[src/sss_pkg.sv]
/*
 soft start sequencer package: codes, step counts, soft-start timing and reference scaling.
 assumes a 40 MHz clock and a digital reference code in units of 0.5 mV.
*/
package sss_pkg;
   localparam int CLK_HZ = 40_000_000;
   localparam real SS_TIME_MS = 2.0;
   // cycles for the whole ramp, rounded to the nearest cycle by the int cast
   localparam int SS_CYCLES = int'(SS_TIME_MS * 1.0e-3 * CLK_HZ);
   localparam int SS_STEPS = 15;
   localparam int STEP_CYCLES = SS_CYCLES / SS_STEPS;
   // reference code width; one lsb is 0.5 mV, full scale 150 mV = 300 codes
   localparam int REF_W = 10;
   localparam logic [9:0] REF_FULL = 10'h12C;
   localparam logic [9:0] EXT_MIN = 10'h03F;
   // extension reference is 0.8 x reference = 4/5
   localparam int EXT_NUM = 4;
   localparam int EXT_DEN = 5;
   localparam int EARLY_STEPS = 3;
   localparam real VLOOP_REF_V = 1.6;
   // duty limits in percent, per switching mode
   localparam logic [6:0] DMAX_ADJ = 7'h5B;
   localparam logic [6:0] DMAX_LF = 7'h58;
   localparam logic [6:0] DMAX_HF = 7'h50;
   localparam logic [1:0] MODE_ADJ = 2'h0;
   localparam logic [1:0] MODE_LF = 2'h1;
   localparam logic [1:0] MODE_HF = 2'h2;
   typedef enum logic [2:0] {
      SSS_IDLE = 3'b001,
      SSS_RAMP = 3'b010,
      SSS_DONE = 3'b100
   } sss_state_e;
endpackage

[src/sss_sequencer.sv]
/*
 soft start sequencer: ramps the current-loop reference code, computes the extension
 reference, stretches dimming on-times and selects the regulating loop.
 assumes comparator and fault inputs arrive asynchronously from the analog side; the
 analog loop turns the reference code and duty limit into switching.
*/
// Summary of operation
// - first dimming rising edge or first internal pwm cycle arms soft start.
// - soft start runs at start-up and after overvoltage, overtemperature, supply undervoltage.
// - short to ground starts soft start, retriggered every fault retry period.
// - without adjustment reference rises zero to full scale in 15 steps over 2 ms.
// - with adjustment the lowered target is reached early then held.
// - extend on pulse when shorter than soft start and sense below extension reference.
// - extension continues until sensed voltage reaches extension reference.
// - extension reference is 0.8 of reference, floored at 31.5 mV.
// - first three ramp steps keep extension reference above the reference.
// - with target below the floor, extension ends when soft-start time expires.
// - extension ending early is retriggered next pwm cycle if sense is low again.
// - after an extension, the ramp advances only during dimming on times.
// - current loop always active; voltage loop only when configured.
// - voltage loop takes over once feedback reaches its 1.6 V reference.
// - duty limit 91, 88 or 80 percent by switching mode.
`timescale 1ns/1ps
`default_nettype none
module sss_sequencer #(
   parameter int SS_CYCLES = sss_pkg::SS_CYCLES,
   parameter int FAULT_RETRY_CYCLES = 400000
) (
   input wire logic clock,
   input wire logic sys_rst,
   input wire logic dimming_input,
   input wire logic internal_pwm_cycle,
   input wire logic use_internal_pwm,
   input wire logic fault_sense_high_ov,
   input wire logic fault_voltage_feedback_ov,
   input wire logic fault_overtemp,
   input wire logic fault_internal_supply_uv,
   input wire logic fault_short_to_ground,
   input wire logic [9:0] adjust_target,
   input wire logic sense_below_ext,
   input wire logic feedback_at_ref,
   input wire logic voltage_loop_enable,
   input wire logic [1:0] switch_mode,
   output logic [9:0] current_reference,
   output logic [9:0] extension_reference,
   output logic gate_enable,
   output logic soft_start_active,
   output logic voltage_loop_active,
   output logic [6:0] duty_limit
);
   ////////////////////////////////////////////////////////////////////////////////
   // input synchronisers
   localparam int NS = 9;
   logic [NS-1:0] raw, s1_q, s2_q, s3_q;
   assign raw = {dimming_input, internal_pwm_cycle, fault_sense_high_ov,
                 fault_voltage_feedback_ov, fault_overtemp, fault_internal_supply_uv,
                 fault_short_to_ground, sense_below_ext, feedback_at_ref};
   always_ff @(posedge clock) begin
      if (sys_rst) begin
         s1_q <= '0;
         s2_q <= '0;
         s3_q <= '0;
      end else begin
         s1_q <= raw;
         s2_q <= s1_q;
         s3_q <= s2_q;
      end
   end
   logic dim_s, pwm_s, sense_low, fb_ref, stg;
   logic dim_rise, pwm_rise, fault_rise, on_time, on_fall;
   assign dim_s = s2_q[8];
   assign pwm_s = s2_q[7];
   assign stg = s2_q[2];
   assign sense_low = s2_q[1];
   assign fb_ref = s2_q[0];
   assign dim_rise = dim_s && !s3_q[8];
   assign pwm_rise = pwm_s && !s3_q[7];
   // any new fault edge restarts the ramp once soft start is armed
   assign fault_rise = |(s2_q[6:2] & ~s3_q[6:2]);
   assign on_time = use_internal_pwm ? pwm_s : dim_s;
   assign on_fall = use_internal_pwm ? (!pwm_s && s3_q[7]) : (!dim_s && s3_q[8]);

   ////////////////////////////////////////////////////////////////////////////////
   // arming and triggers
   logic armed_q, trig;
   logic [19:0] retry_q;
   logic retry_hit;
   assign retry_hit = stg && (retry_q == 20'(FAULT_RETRY_CYCLES - 1));
   always_ff @(posedge clock) begin
      if (sys_rst) begin
         armed_q <= 1'b0;
      end else if (use_internal_pwm ? pwm_rise : dim_rise) begin
         armed_q <= 1'b1;
      end
   end
   always_ff @(posedge clock) begin
      if (sys_rst || !stg || retry_hit) begin
         retry_q <= 20'h00000;
      end else begin
         retry_q <= retry_q + 20'h00001;
      end
   end
   // first arming edge is the start-up case
   assign trig = (!armed_q && (use_internal_pwm ? pwm_rise : dim_rise))
                 || (armed_q && (fault_rise || retry_hit));

   ////////////////////////////////////////////////////////////////////////////////
   // ramp state
   sss_pkg::sss_state_e state_q;
   logic [3:0] step_q;
   logic [21:0] ss_cnt_q;
   logic ext_q, ext_seen_q, ss_expired, step_pulse, step_run;
   assign ss_expired = (ss_cnt_q >= 22'(SS_CYCLES));
   // after an extension, time only flows during on times
   assign step_run = (state_q == sss_pkg::SSS_RAMP) && (!ext_seen_q || on_time || ext_q);
   sss_step_timer #(.STEP_CYCLES(sss_pkg::STEP_CYCLES)) u_timer (
      .clock(clock),
      .sys_rst(sys_rst),
      .restart(trig),
      .run(step_run),
      .step_pulse(step_pulse)
   );
   always_ff @(posedge clock) begin
      if (sys_rst) begin
         state_q <= sss_pkg::SSS_IDLE;
         step_q <= 4'h0;
      end else if (trig) begin
         state_q <= sss_pkg::SSS_RAMP;
         step_q <= 4'h0;
      end else begin
         case (state_q)
            sss_pkg::SSS_IDLE: state_q <= sss_pkg::SSS_IDLE;
            sss_pkg::SSS_RAMP: begin
               if (step_pulse) begin
                  step_q <= step_q + 4'h1;
                  if (step_q == 4'(sss_pkg::SS_STEPS - 1)) begin
                     state_q <= sss_pkg::SSS_DONE;
                  end
               end
            end
            sss_pkg::SSS_DONE: state_q <= sss_pkg::SSS_DONE;
            default: state_q <= sss_pkg::SSS_IDLE;
         endcase
      end
   end
   always_ff @(posedge clock) begin
      if (sys_rst || trig) begin
         ss_cnt_q <= 22'h000000;
      end else if (state_q == sss_pkg::SSS_RAMP && !ss_expired) begin
         ss_cnt_q <= ss_cnt_q + 22'h000001;
      end
   end

   ////////////////////////////////////////////////////////////////////////////////
   // reference arithmetic
   function automatic logic [9:0] ramp_ref(input logic [3:0] n);
      logic [13:0] p;
      p = 14'(n) * 14'(sss_pkg::REF_FULL);
      return 10'(p / 14'(sss_pkg::SS_STEPS));
   endfunction
   logic [9:0] ramp_val, ref_d, ext_d, target;
   logic [11:0] ext_scaled;
   assign target = (adjust_target > sss_pkg::REF_FULL) ? sss_pkg::REF_FULL : adjust_target;
   assign ramp_val = ramp_ref(step_q);
   always_comb begin
      ref_d = (state_q == sss_pkg::SSS_DONE) ? target : ramp_val;
      if (ref_d > target) begin
         ref_d = target;
      end
      if (state_q == sss_pkg::SSS_IDLE) begin
         ref_d = 10'h000;
      end
      ext_scaled = (12'(ref_d) * 12'(sss_pkg::EXT_NUM)) / 12'(sss_pkg::EXT_DEN);
      ext_d = ext_scaled[9:0];
      if (ext_d < sss_pkg::EXT_MIN) begin
         ext_d = sss_pkg::EXT_MIN;
      end
      // early steps: floor lifts the extension reference over the ramp
      if (state_q == sss_pkg::SSS_RAMP && step_q < 4'(sss_pkg::EARLY_STEPS)
          && ext_d <= ref_d) begin
         ext_d = ref_d + 10'h001;
      end
   end
   always_ff @(posedge clock) begin
      if (sys_rst) begin
         current_reference <= 10'h000;
         extension_reference <= sss_pkg::EXT_MIN;
      end else begin
         current_reference <= ref_d;
         extension_reference <= ext_d;
      end
   end

   ////////////////////////////////////////////////////////////////////////////////
   // on time extension
   logic low_target, ext_end, ext_start;
   assign low_target = (target < sss_pkg::EXT_MIN);
   assign ext_end = !sense_low || (low_target && ss_expired);
   // on pulse ended inside soft start, so it was shorter than the ramp
   assign ext_start = !ext_q && on_fall && (state_q == sss_pkg::SSS_RAMP) && !ss_expired
                      && sense_low;
   always_ff @(posedge clock) begin
      if (sys_rst || trig) begin
         ext_q <= 1'b0;
      end else if (ext_q) begin
         if (ext_end) begin
            ext_q <= 1'b0;
         end
      end else if (ext_start) begin
         ext_q <= 1'b1;
      end
   end
   always_ff @(posedge clock) begin
      if (sys_rst || trig) begin
         ext_seen_q <= 1'b0;
      end else if (ext_q && ext_end) begin
         ext_seen_q <= 1'b1;
      end
   end

   ////////////////////////////////////////////////////////////////////////////////
   // loop selection and duty limit
   always_ff @(posedge clock) begin
      if (sys_rst) begin
         gate_enable <= 1'b0;
         soft_start_active <= 1'b0;
         voltage_loop_active <= 1'b0;
         duty_limit <= sss_pkg::DMAX_ADJ;
      end else begin
         // ext_start bridges the hand-over so the gate never drops between pulse and extension
         gate_enable <= armed_q && (on_time || ext_q || ext_start);
         soft_start_active <= (state_q == sss_pkg::SSS_RAMP);
         // current loop stays on; this only hands regulation over
         voltage_loop_active <= voltage_loop_enable && fb_ref;
         case (switch_mode)
            sss_pkg::MODE_ADJ: duty_limit <= sss_pkg::DMAX_ADJ;
            sss_pkg::MODE_LF: duty_limit <= sss_pkg::DMAX_LF;
            sss_pkg::MODE_HF: duty_limit <= sss_pkg::DMAX_HF;
            default: duty_limit <= sss_pkg::DMAX_HF;
         endcase
      end
   end
endmodule // sss_sequencer
`default_nettype wire

[src/sss_step_timer.sv]
/*
 step timer: counts cycles while enabled and pulses at each step boundary.
 assumes a single clock; restart clears the count in the same cycle.
*/
`timescale 1ns/1ps
`default_nettype none
module sss_step_timer #(
   parameter int STEP_CYCLES = 5333
) (
   input wire logic clock,
   input wire logic sys_rst,
   input wire logic restart,
   input wire logic run,
   output logic step_pulse
);
   logic [15:0] cnt_q;
   always_ff @(posedge clock) begin
      if (sys_rst || restart) begin
         cnt_q <= 16'h0000;
         step_pulse <= 1'b0;
      end else if (run) begin
         if (cnt_q == 16'(STEP_CYCLES - 1)) begin
            cnt_q <= 16'h0000;
            step_pulse <= 1'b1;
         end else begin
            cnt_q <= cnt_q + 16'h0001;
            step_pulse <= 1'b0;
         end
      end else begin
         step_pulse <= 1'b0;
      end
   end
endmodule // sss_step_timer
`default_nettype wire

[config.mk]
export PLATFORM = sky130hd
export DESIGN_NAME = sss_sequencer
export DESIGN_NICKNAME = d
export VERILOG_FILES = /design/src/sss_pkg.sv /design/src/sss_sequencer.sv /design/src/sss_step_timer.sv
export SDC_FILE = /design/constraint.sdc
export NUM_CORES = 1
export LEC_CHECK = 0
export BUFFER_PORTS_ARGS = -buffer_cell sky130_fd_sc_hd__buf_4
export CORE_UTILIZATION = 62
export CTS_BUF_LIST = sky130_fd_sc_hd__clkbuf_8 sky130_fd_sc_hd__clkbuf_16
export CTS_CLUSTER_DIAMETER = 50
export DETAILED_ROUTE_END_ITERATION = 8
export GPL_TIMING_DRIVEN = 1
export HOLD_SLACK_MARGIN = 0.08
export MAX_ROUTING_LAYER = met4
export PLACE_DENSITY = 0.85
export SLEW_MARGIN = 20
export SYNTH_ARGS = -nofsm -noshare
export SYNTH_HDL_FRONTEND = slang
export SYNTH_HIERARCHICAL = 1
export SYNTH_SLANG_ARGS = --single-unit
[constraint.sdc]
create_clock -name clock -period 18.7 [get_ports clock]
set_input_delay 4.675 -clock clock [delete_from_list [all_inputs] [get_ports clock]]
set_output_delay 4.675 -clock clock [all_outputs]
set_load 0.01 [all_outputs]
==> impl_results.md, run 1 <==
* Status: finished clean
* Clock slew at reported path FFs at 60 ps
* # fillers at 1120
* Antenna-violating nets left at 0
* Critical path class: register to register
* Leak at 3.72 nW
* Hold WS at 417 ps
* Slew headroom at 30.8%
* Mapped Cells at 1125
* Inserted Clock Buffers at 17
* P_int at 466 uW
* Row count at 43
* Initial DRC Count at 989
* Setup tns final at 0 ps
* Startpoint types: register
* Count of cell types in the netlist at 118
* PortBufs at 50
* Max stage delay cell, worst path: a21oi_1
* Routability congestion estimate at 1.03
* Pre-CTS WS at 2860 ps
* WL per Instance at 16.4 um
* CTS Root Cell: clkbuf_16
* Worst-Margin Slew at 1040 ps
* Max_cap viols at 0
* CP Data Arrival Time at 16440 ps
* Synthesized area at 0.00896 mm2
* Seq/Total Area, Yosys at 26.6%
* Utilization after layout at 70.9%
* Combinational power share at 4.1%
* Final WS setup at 2580 ps
* Sequential power share at 42.4%
* Antenna Diode Count at 0
* Antenna violations before repair at 0
* GRT Total Usage at 31.4%
* Critical Path Sink Type: register
* CP most frequent cell: ha_1
* Max-slew violations at 0
* Worst min path class: register to register
* CP peak stage delay at 810 ps
* Asr flop ratio synth at 0%
* Core Area at 0.0140 mm2
* Vias in the first global route at 7591
* Top-level port count at 55
* Hold Fails Final Rpt at 0
* Die height at 122 um
* Reg-to-reg slack, setup at 2580 ps
* Clk_skew at 14.2 ps
* VDD IR max at 0.0000716 V
* DRT Pass-1 Iters at 7
* Setup bufs post-CTS at 0
* Clock Path Buffers at 2
* Final period util at 86.2%
* Clk pwr share at 53.5%
* Layout cells sized above 1 at 13.0%
* Cts-stage hold buffer count at 0
* Layout area overhead at 10.7%
* CP Max Fanout at 16
* Nets at 1225
* Vias post-DR at 8437
* RSZ-0062 raised after global routing: false
* Initial Util at 64.0%
* Switching Share at 23.5%
* First-pass GRT wire length at 36300 um
* Ys Warns at 6
* Synth Register Bits at 119
* Largest net degree at the start of global routing at 58
* Top cells by area, synth: dfxtp_1, ha_1, nor2_1
* Chip width at 122 um
* Worst skew pair latency at 430 ps
* Via/cell ratio at 6.29
* Syn_area_per_cell at 7.96 um2
* PwrDens at 61.4 mW/mm2
* Top-area cell type share of the netlist area at 26.6%
* Total grt overflow at 0
* Num Clock Sinks at 119
* DP Wirelength at 16000 um
* Final setup viols at 0
* Die ar. at 0.0149 mm2
* Sw Pwr at 143 uW
* Min Tclk post-route at 16120 ps
* H-tree depth at 4
* EDFF count, synth at 0
* Synth Flop Type: dfxtp_1
* Cell taking the most area after synthesis: dfxtp_1
* CTS tree: built
* DRC at 0
* Total Routed Length at 22000 um
* Maximum clock frequency at 0.0620 GHz
* Required @ worst endpoint at 19010 ps
* CTS resizes at 0
==> metrics by stage <==
stage	area, um2	power (mW)	cells
6_report	9920	0.608	1342
5_1_grt	9920	0.627	1342
4_1_cts	9920	0.612	1342
3_5_place_dp	9320	0.288	1311
3_3_place_gp	9320	0.287	1311
2_1_floorplan	8970	0.279	1129
==> synth_stat cells, drive strengths merged, types with 5 or more instances <==
cell type	count
nor2	135
dfxtp	119
nand2	84
a21oi	72
nand3	53
ha	49
o21ai	46
inv	44
nor3	43
xnor2	36
nor2b	30
xor2	30
buf	29
nand4	29
a21o	22
clkbuf	21
or3	20
a211oi	16
and2	16
nor4	16
nand2b	13
o211ai	13
a31oi	12
nor3b	12
or2	12
o21a	11
mux2i	9
a2111oi	8
and3	7
o22ai	7
a221oi	6
a32oi	6
mux2	6
a211o	5
o31ai	5
==> routing by layer <==
| layer | routed length (um) | track usage (%) | up-vias |
|---|---|---|---|
| met1 | 10100 | 41.5 | 3902 |
| met2 | 10000 | 47.7 | 338 |
| met5 | 0 | - | - |
| met4 | 387 | 9.68 | 0 |
| li1 | - | - | 4157 |
| met3 | 1480 | 6.60 | 40 |
==> power groups by stage <==
stage / combinational [mW] / clock, mW / sequential (mW)
floorplan: 0.0160 / 0 / 0.263
global placement: 0.0240 / 0 / 0.263
detailed placement: 0.0244 / 0 / 0.264
CTS: 0.0247 / 0.329 / 0.258
global route: 0.0274 / 0.341 / 0.258
finish: 0.0249 / 0.326 / 0.258
==> cell families after synthesis <==
logic type / Yosys count / synth area share, %
simple gates: 490 / 28.6
fa+ha+maj: 50 / 7.07
xor+xnor: 66 / 6.91
other cells: 2 / 0.0838
buf+inv: 98 / 5.03
compound gates: 285 / 23.8
mux: 15 / 1.94
flops: 119 / 26.6
==> worst paths after layout <==
kind / to / from / depth (start not counted)
setup / recovery: extension_reference[5]$_SDFF_PP1_ / step_q[2]$_SDFFE_PP0P_ / 61
hold / removal: voltage_loop_active$_SDFF_PP0_ / s2_q[0]$_SDFF_PP0_ / 2
setup reg to reg: extension_reference[5]$_SDFF_PP1_ / step_q[2]$_SDFFE_PP0P_ / 61
hold reg to reg: voltage_loop_active$_SDFF_PP0_ / s2_q[0]$_SDFF_PP0_ / 2
==> area by class of cell <==
| cell class | count | area [um2] | share of cell area (%) |
|---|---|---|---|
| clock buffers | 17 | 425 | 4.29 |
| flip-flops and latches | 119 | 2380 | 24.0 |
| clock inverters | 14 | 168 | 1.69 |
| well taps | 180 | 225 | 2.27 |
| repair buffers | 52 | 390 | 3.94 |
| inverters | 48 | 183 | 1.84 |
| multi-input cells | 912 | 6140 | 61.9 |
==> worst max-delay path, delay by kind of cell, from the launching register on <==
kind | cells | cell delay (ps)
compound gates | 31 | 7660
xor+xnor | 1 | 150
fa+ha+maj | 8 | 2200
buf+inv | 4 | 700
flops | 1 | 580
mux | 3 | 970
simple gates | 14 | 3740
==> cells in the final DEF, fill, tap and decap left out, types with 16 or more instances in the layout <==
cell type | Yosys | final
nor2_1 | 133 | 133
dfxtp_1 | 119 | 119
nand2_1 | 83 | 83
a21oi_1 | 67 | 67
nand3_1 | 52 | 52
buf_4 | 9 | 52
ha_1 | 49 | 49
o21ai_0 | 44 | 44
nor3_1 | 41 | 41
inv_1 | 39 | 39
xnor2_1 | 33 | 33
nor2b_1 | 30 | 30
xor2_1 | 29 | 29
nand4_1 | 26 | 26
a21o_1 | 21 | 21
or3_1 | 20 | 20
clkbuf_16 | 0 | 17
and2_1 | 16 | 16
==> registers in the layout, summed over array words and instances (netlist names), 2 cells and up <==
register	count
ss_cnt_q	22
retry_q	20
u_timer/cnt_q	16
current_reference	10
extension_reference	10
s1_q	9
s2_q	9
s3_q	7
step_q	4
state_q	3
duty_limit	2
Note: power is estimated with default switching activity, not from simulation.
==> run 2, diff against run 1 <==
--- a/config.mk
+++ b/config.mk
@@ -6,14 +6,16 @@
 export NUM_CORES = 1
 export LEC_CHECK = 0
 export BUFFER_PORTS_ARGS = -buffer_cell sky130_fd_sc_hd__buf_4
-export CORE_UTILIZATION = 62
+export CELL_PAD_IN_SITES_DETAIL_PLACEMENT = 1
+export CELL_PAD_IN_SITES_GLOBAL_PLACEMENT = 2
+export CORE_UTILIZATION = 37
 export CTS_BUF_LIST = sky130_fd_sc_hd__clkbuf_8 sky130_fd_sc_hd__clkbuf_16
 export CTS_CLUSTER_DIAMETER = 50
 export DETAILED_ROUTE_END_ITERATION = 8
 export GPL_TIMING_DRIVEN = 1
 export HOLD_SLACK_MARGIN = 0.08
 export MAX_ROUTING_LAYER = met4
-export PLACE_DENSITY = 0.85
+export PLACE_DENSITY = 0.84
 export SLEW_MARGIN = 20
 export SYNTH_ARGS = -nofsm -noshare
 export SYNTH_HDL_FRONTEND = slang
==> run 2 against run 1 <==
Against the previous run: combinational power rose by 3%; largest power group unchanged; routed wire length rose by 17%; worst hold slack improved by 9.8 ps; non-clock buffer count rose by 2; critical path depth fell by 1; utilization fell by 28 points; count of clock-buffer cells in the layout did not move; power rose by 0.50%; sequential share of layout area fell by 0.46 points.
==> impl_results.md, run 2 (same netlist as run 1, synthesis figures left out) <==
* Status: finished clean
* First-pass GRT wire length at 42400 um
* Antenna violations before repair at 0
* Max reg flops at 22
* Setup bufs post-CTS at 0
* Clock Path Buffers at 2
* Required @ worst endpoint at 19040 ps
* Commonest non-fill, non-tap cells in the layout: nor2_1, dfxtp_1, nand2_1
* Routing usage on met2 at 34.9%
* WL per Instance at 17.3 um
* Max_cap viols at 0
* Nets at 1227
* PwrDens at 60.5 mW/mm2
* Top reg by flops: ss_cnt_q
* Clock slew at reported path FFs at 70 ps
* Antenna Diode Count at 0
* CTS Root Cell: clkbuf_16
* Grt met1 use at 29.2%
* Top-level port count at 55
* Total Routed Length at 25700 um
* Via/cell ratio at 5.68
* GRT Total Usage at 22.0%
* DP Wirelength at 19400 um
* Row count at 56
* Vias in the first global route at 8285
* CP peak stage delay at 740 ps
* Hold Fails Final Rpt at 0
* CP Max Fanout at 16
* Final setup viols at 0
* Num Clock Sinks at 119
* VDD IR max at 0.0000505 V
* Critical path class: register to register
* Worst min path class: register to register
* Initial Util at 37.9%
* Total grt overflow at 0
* Largest net degree at the start of global routing at 58
* Layout cells sized above 1 at 13.2%
* H-tree depth at 4
* Vias post-DR at 8431
* Max-slew violations at 0
* Layout area overhead at 12.9%
* CTS resizes at 0
* RSZ-0062 raised after global routing: false
* CP Data Arrival Time at 16680 ps
* Utilization after layout at 42.8%
* Clk_skew at 22.1 ps
* Worst skew pair latency at 430 ps
* Maximum clock frequency at 0.0612 GHz
* Core Area at 0.0236 mm2
* Die height at 158 um
* Startpoint types: register
* Cts-stage hold buffer count at 0
* CP most frequent cell: ha_1
* GR peak layer: met2
* Slew headroom at 41.6%
* Critical Path Sink Type: register
* PortBufs at 50
* Final period util at 87.4%
* Initial DRC Count at 375
* Inserted Clock Buffers at 17
* CTS tree: built
* Routability congestion estimate at 0.926
* Antenna-violating nets left at 0
* Chip width at 158 um
* Met3 GRT Util at 3.09%
* Largest regs: ss_cnt_q x22, retry_q x20, u_timer/cnt_q x16
* DRT Pass-1 Iters at 5
* R2R depth at 60
* Setup tns final at 0 ps
* Worst-Margin Slew at 865 ps
* DRC at 0
* Min Tclk post-route at 16340 ps
* Max stage delay cell, worst path: nor4bb_4
* Hold depth at 2
* Die ar. at 0.0248 mm2
* Leak at 3.74 nW
* Commonest non-fill, non-tap cell in the layout: nor2_1
[run 2: power breakdown]
group	internal (mW)	leakage [nW]	switching [mW]	total (mW)
Combinational	0.00970	2.48	0.0159	0.0256
Sequential	0.257	0.964	0.00134	0.258
Clock	0.180	0.294	0.148	0.328
[run 2: layer usage]
layer	share of wire, %	up-vias
li1	-	4164
met1	49	4097
met2	46	139
met3	3.1	31
met4	1.6	0
met5	0	-
[run 2: layout make-up]
type                       count  area (um2)
clock buffer                  17         425
clock inverter                15         174
fill                        2903       13500
inverter                      48         183
multi-input combinational    912        6140
sequential                   119        2380
tap                          319         399
timing repair buffer          54         405
[run 2: final timing paths]
| path | startpoint | endpoint | slack [ps] |
|---|---|---|---|
| hold reg to reg | s2_q[0]$_SDFF_PP0_ | voltage_loop_active$_SDFF_PP0_ | 430 |
| setup reg to reg | step_q[2]$_SDFFE_PP0P_ | extension_reference[9]$_SDFF_PP0_ | 2360 |
| setup / recovery | step_q[2]$_SDFFE_PP0P_ | extension_reference[9]$_SDFF_PP0_ | 2360 |
| hold / removal | s2_q[0]$_SDFF_PP0_ | voltage_loop_active$_SDFF_PP0_ | 430 |
[run 2: through the flow]
| stage | hold WS [ps] | worst slack [ps] | std cells | total power, mW | instance area [um2] |
|---|---|---|---|---|---|
| final | 427 | 2360 | 1484 | 0.612 | 10100 |
| after global routing | 449 | 1270 | 1484 | 0.637 | 10100 |
| after CTS | 429 | 2230 | 1484 | 0.620 | 10100 |
| after detailed placement | 413 | 2340 | 1452 | 0.289 | 9510 |
| after global placement | 416 | 2680 | 1452 | 0.289 | 9510 |
| after floorplan | 395 | 4940 | 1129 | 0.279 | 8970 |
[run 2: worst max-delay path, delay by kind of cell, from the launching register on]
kind,cells,cell delay (ps)
DFF,1,590
AOI/OAI and AO/OA,30,7440
muxes,3,1000
xor gates and xnor gates,1,140
adders and majority gates,8,2210
and+or+nand+nor,14,4080
buffers and inverters,4,770
==> run 3, diff against run 2 <==
--- a/config.mk
+++ b/config.mk
@@ -8,6 +8,7 @@
 export BUFFER_PORTS_ARGS = -buffer_cell sky130_fd_sc_hd__buf_4
 export CELL_PAD_IN_SITES_DETAIL_PLACEMENT = 1
 export CELL_PAD_IN_SITES_GLOBAL_PLACEMENT = 2
+export CORE_ASPECT_RATIO = 0.6
 export CORE_UTILIZATION = 37
 export CTS_BUF_LIST = sky130_fd_sc_hd__clkbuf_8 sky130_fd_sc_hd__clkbuf_16
 export CTS_CLUSTER_DIAMETER = 50
==> run 3 against run 2 <==
Against the previous run: die area about the same; sequential share of layout area about the same; clock skew fell by 13 ps; critical path type unchanged; critical endpoint unchanged.
==> impl_results.md, run 3 (same netlist as run 1, synthesis figures left out) <==
* Startpoint types: register
* Layout area overhead at 13.0%
* DRC at 0
* Total grt overflow at 0
* CTS tree: built
* Critical Path Sink Type: register
* Largest regs: ss_cnt_q x22, retry_q x20, u_timer/cnt_q x16
* Worst-Margin Slew at 969 ps
* Critical path class: register to register
* RSZ-0062 raised after global routing: false
* Initial Util at 38.3%
* Layout cells sized above 1 at 13.1%
* Clock slew at reported path FFs at 60 ps
* Total Routed Length at 27000 um
* Nets at 1227
* Worst skew pair latency at 420 ps
* Die ar. at 0.0249 mm2
* Required @ worst endpoint at 19050 ps
* Maximum clock frequency at 0.0615 GHz
* Vias in the first global route at 8137
* CP most frequent cell: ha_1
* Num Clock Sinks at 119
* Final setup viols at 0
* Row count at 43
* Worst min path class: register to register
* CP Max Fanout at 16
* Setup tns final at 0 ps
* Commonest non-fill, non-tap cell in the layout: nor2_1
* WL per Instance at 18.3 um
* Setup bufs post-CTS at 0
* PwrDens at 61.7 mW/mm2
* DRT Pass-1 Iters at 7
* CP peak stage delay at 740 ps
* Status: finished clean
* Largest net degree at the start of global routing at 58
* CP Data Arrival Time at 16620 ps
* Antenna Diode Count at 0
* Max reg flops at 22
* Max_cap viols at 0
* Clock Path Buffers at 2
* Pre-CTS WS at 2430 ps
* CTS resizes at 0
* Slew headroom at 35.3%
* Via/cell ratio at 5.71
* Cts-stage hold buffer count at 0
* Leak at 3.74 nW
* CTS Root Cell: clkbuf_16
* VDD IR max at 0.0000677 V
* Initial DRC Count at 584
* Final WS setup at 2440 ps
* GRT Total Usage at 22.9%
* Vias post-DR at 8445
* Max stage delay cell, worst path: nor4bb_4
* Final period util at 87.0%
* Commonest non-fill, non-tap cells in the layout: nor2_1, dfxtp_1, nand2_1
* Routability congestion estimate at 0.888
* PortBufs at 50
* First-pass GRT wire length at 44200 um
* Max-slew violations at 0
* Antenna violations before repair at 0
* Antenna-violating nets left at 0
* Top reg by flops: ss_cnt_q
* H-tree depth at 4
* Min Tclk post-route at 16260 ps
* Inserted Clock Buffers at 17
* Top-level port count at 55
* Clk_skew at 9.08 ps
* Chip width at 203 um
* DP Wirelength at 20300 um
* Die height at 123 um
* Core Area at 0.0234 mm2
* Hold Fails Final Rpt at 0
-- run 3: cell count changes in the layout (fill, tap and decap cells not counted) --
cell,delta
inv_1,+1
a21boi_1,+1
clkinv_4,+5
clkinv_2,+1
clkinv_8,-4
bufinv_16,+3
clkbuf_8,+1
inv_8,-5
clkinvlp_4,+1
inv_6,-3
a21boi_0,-1
-- run 3: where the power goes --
part	internal, mW	switching [mW]
combinational	0.00967	0.0156
sequential	0.257	0.00147
clock	0.214	0.127
-- run 3: worst paths after layout --
kind	from	end	slack (ps)	depth (start not counted)
worst max-delay path	step_q[2]$_SDFFE_PP0P_	extension_reference[9]$_SDFF_PP0_	2440	60
worst min register to register	s1_q[5]$_SDFF_PP0_	s2_q[5]$_SDFF_PP0_	430	1
worst max register to register	step_q[2]$_SDFFE_PP0P_	extension_reference[9]$_SDFF_PP0_	2440	60
worst min-delay path	s1_q[5]$_SDFF_PP0_	s2_q[5]$_SDFF_PP0_	430	1
-- run 3: cell type report --
| cell class | count | area (um2) |
|---|---|---|
| fill | 2879 | 13300 |
| sequential | 119 | 2380 |
| clock inverter | 14 | 176 |
| multi-input combinational | 912 | 6140 |
| timing repair buffer | 54 | 405 |
| tap | 315 | 394 |
| inverter | 48 | 183 |
| clock buffer | 18 | 439 |
-- run 3: per-stage QoR --
stage	cells	total power, mW	utilization [%]	hold slack (ps)	area [um2]
6_report	1480	0.624	43.3	432	10100
5_1_grt	1480	0.647	43.3	459	10100
4_1_cts	1480	0.632	43.2	433	10100
3_5_place_dp	1448	0.289	40.6	423	9500
3_3_place_gp	1448	0.289	40.6	412	9500
2_1_floorplan	1129	0.279	-	395	8970
-- run 3: routing by layer --
| layer | GRT usage, % | wire length [um] | share of wire [%] | up-vias |
|---|---|---|---|---|
| met3 | 4.54 | 1340 | 4.9 | 16 |
| met4 | 3.34 | 192 | 0.71 | 0 |
| met5 | - | 0 | 0 | - |
| met1 | 34.5 | 14700 | 54 | 4092 |
| li1 | - | - | - | 4173 |
| met2 | 31.2 | 10800 | 40 | 164 |
-- run 3: worst max-delay path: cells and delay by family, from the launching register on --
family / cells / cell delay, ps
AND/OR/NAND/NOR: 14 / 4050
AO/OA/AOI/OAI: 31 / 7690
buffers and inverters: 4 / 750
multiplexers: 2 / 750
XOR/XNOR: 1 / 140
adder cells (fa/ha/maj): 8 / 2180
flip-flops: 1 / 610
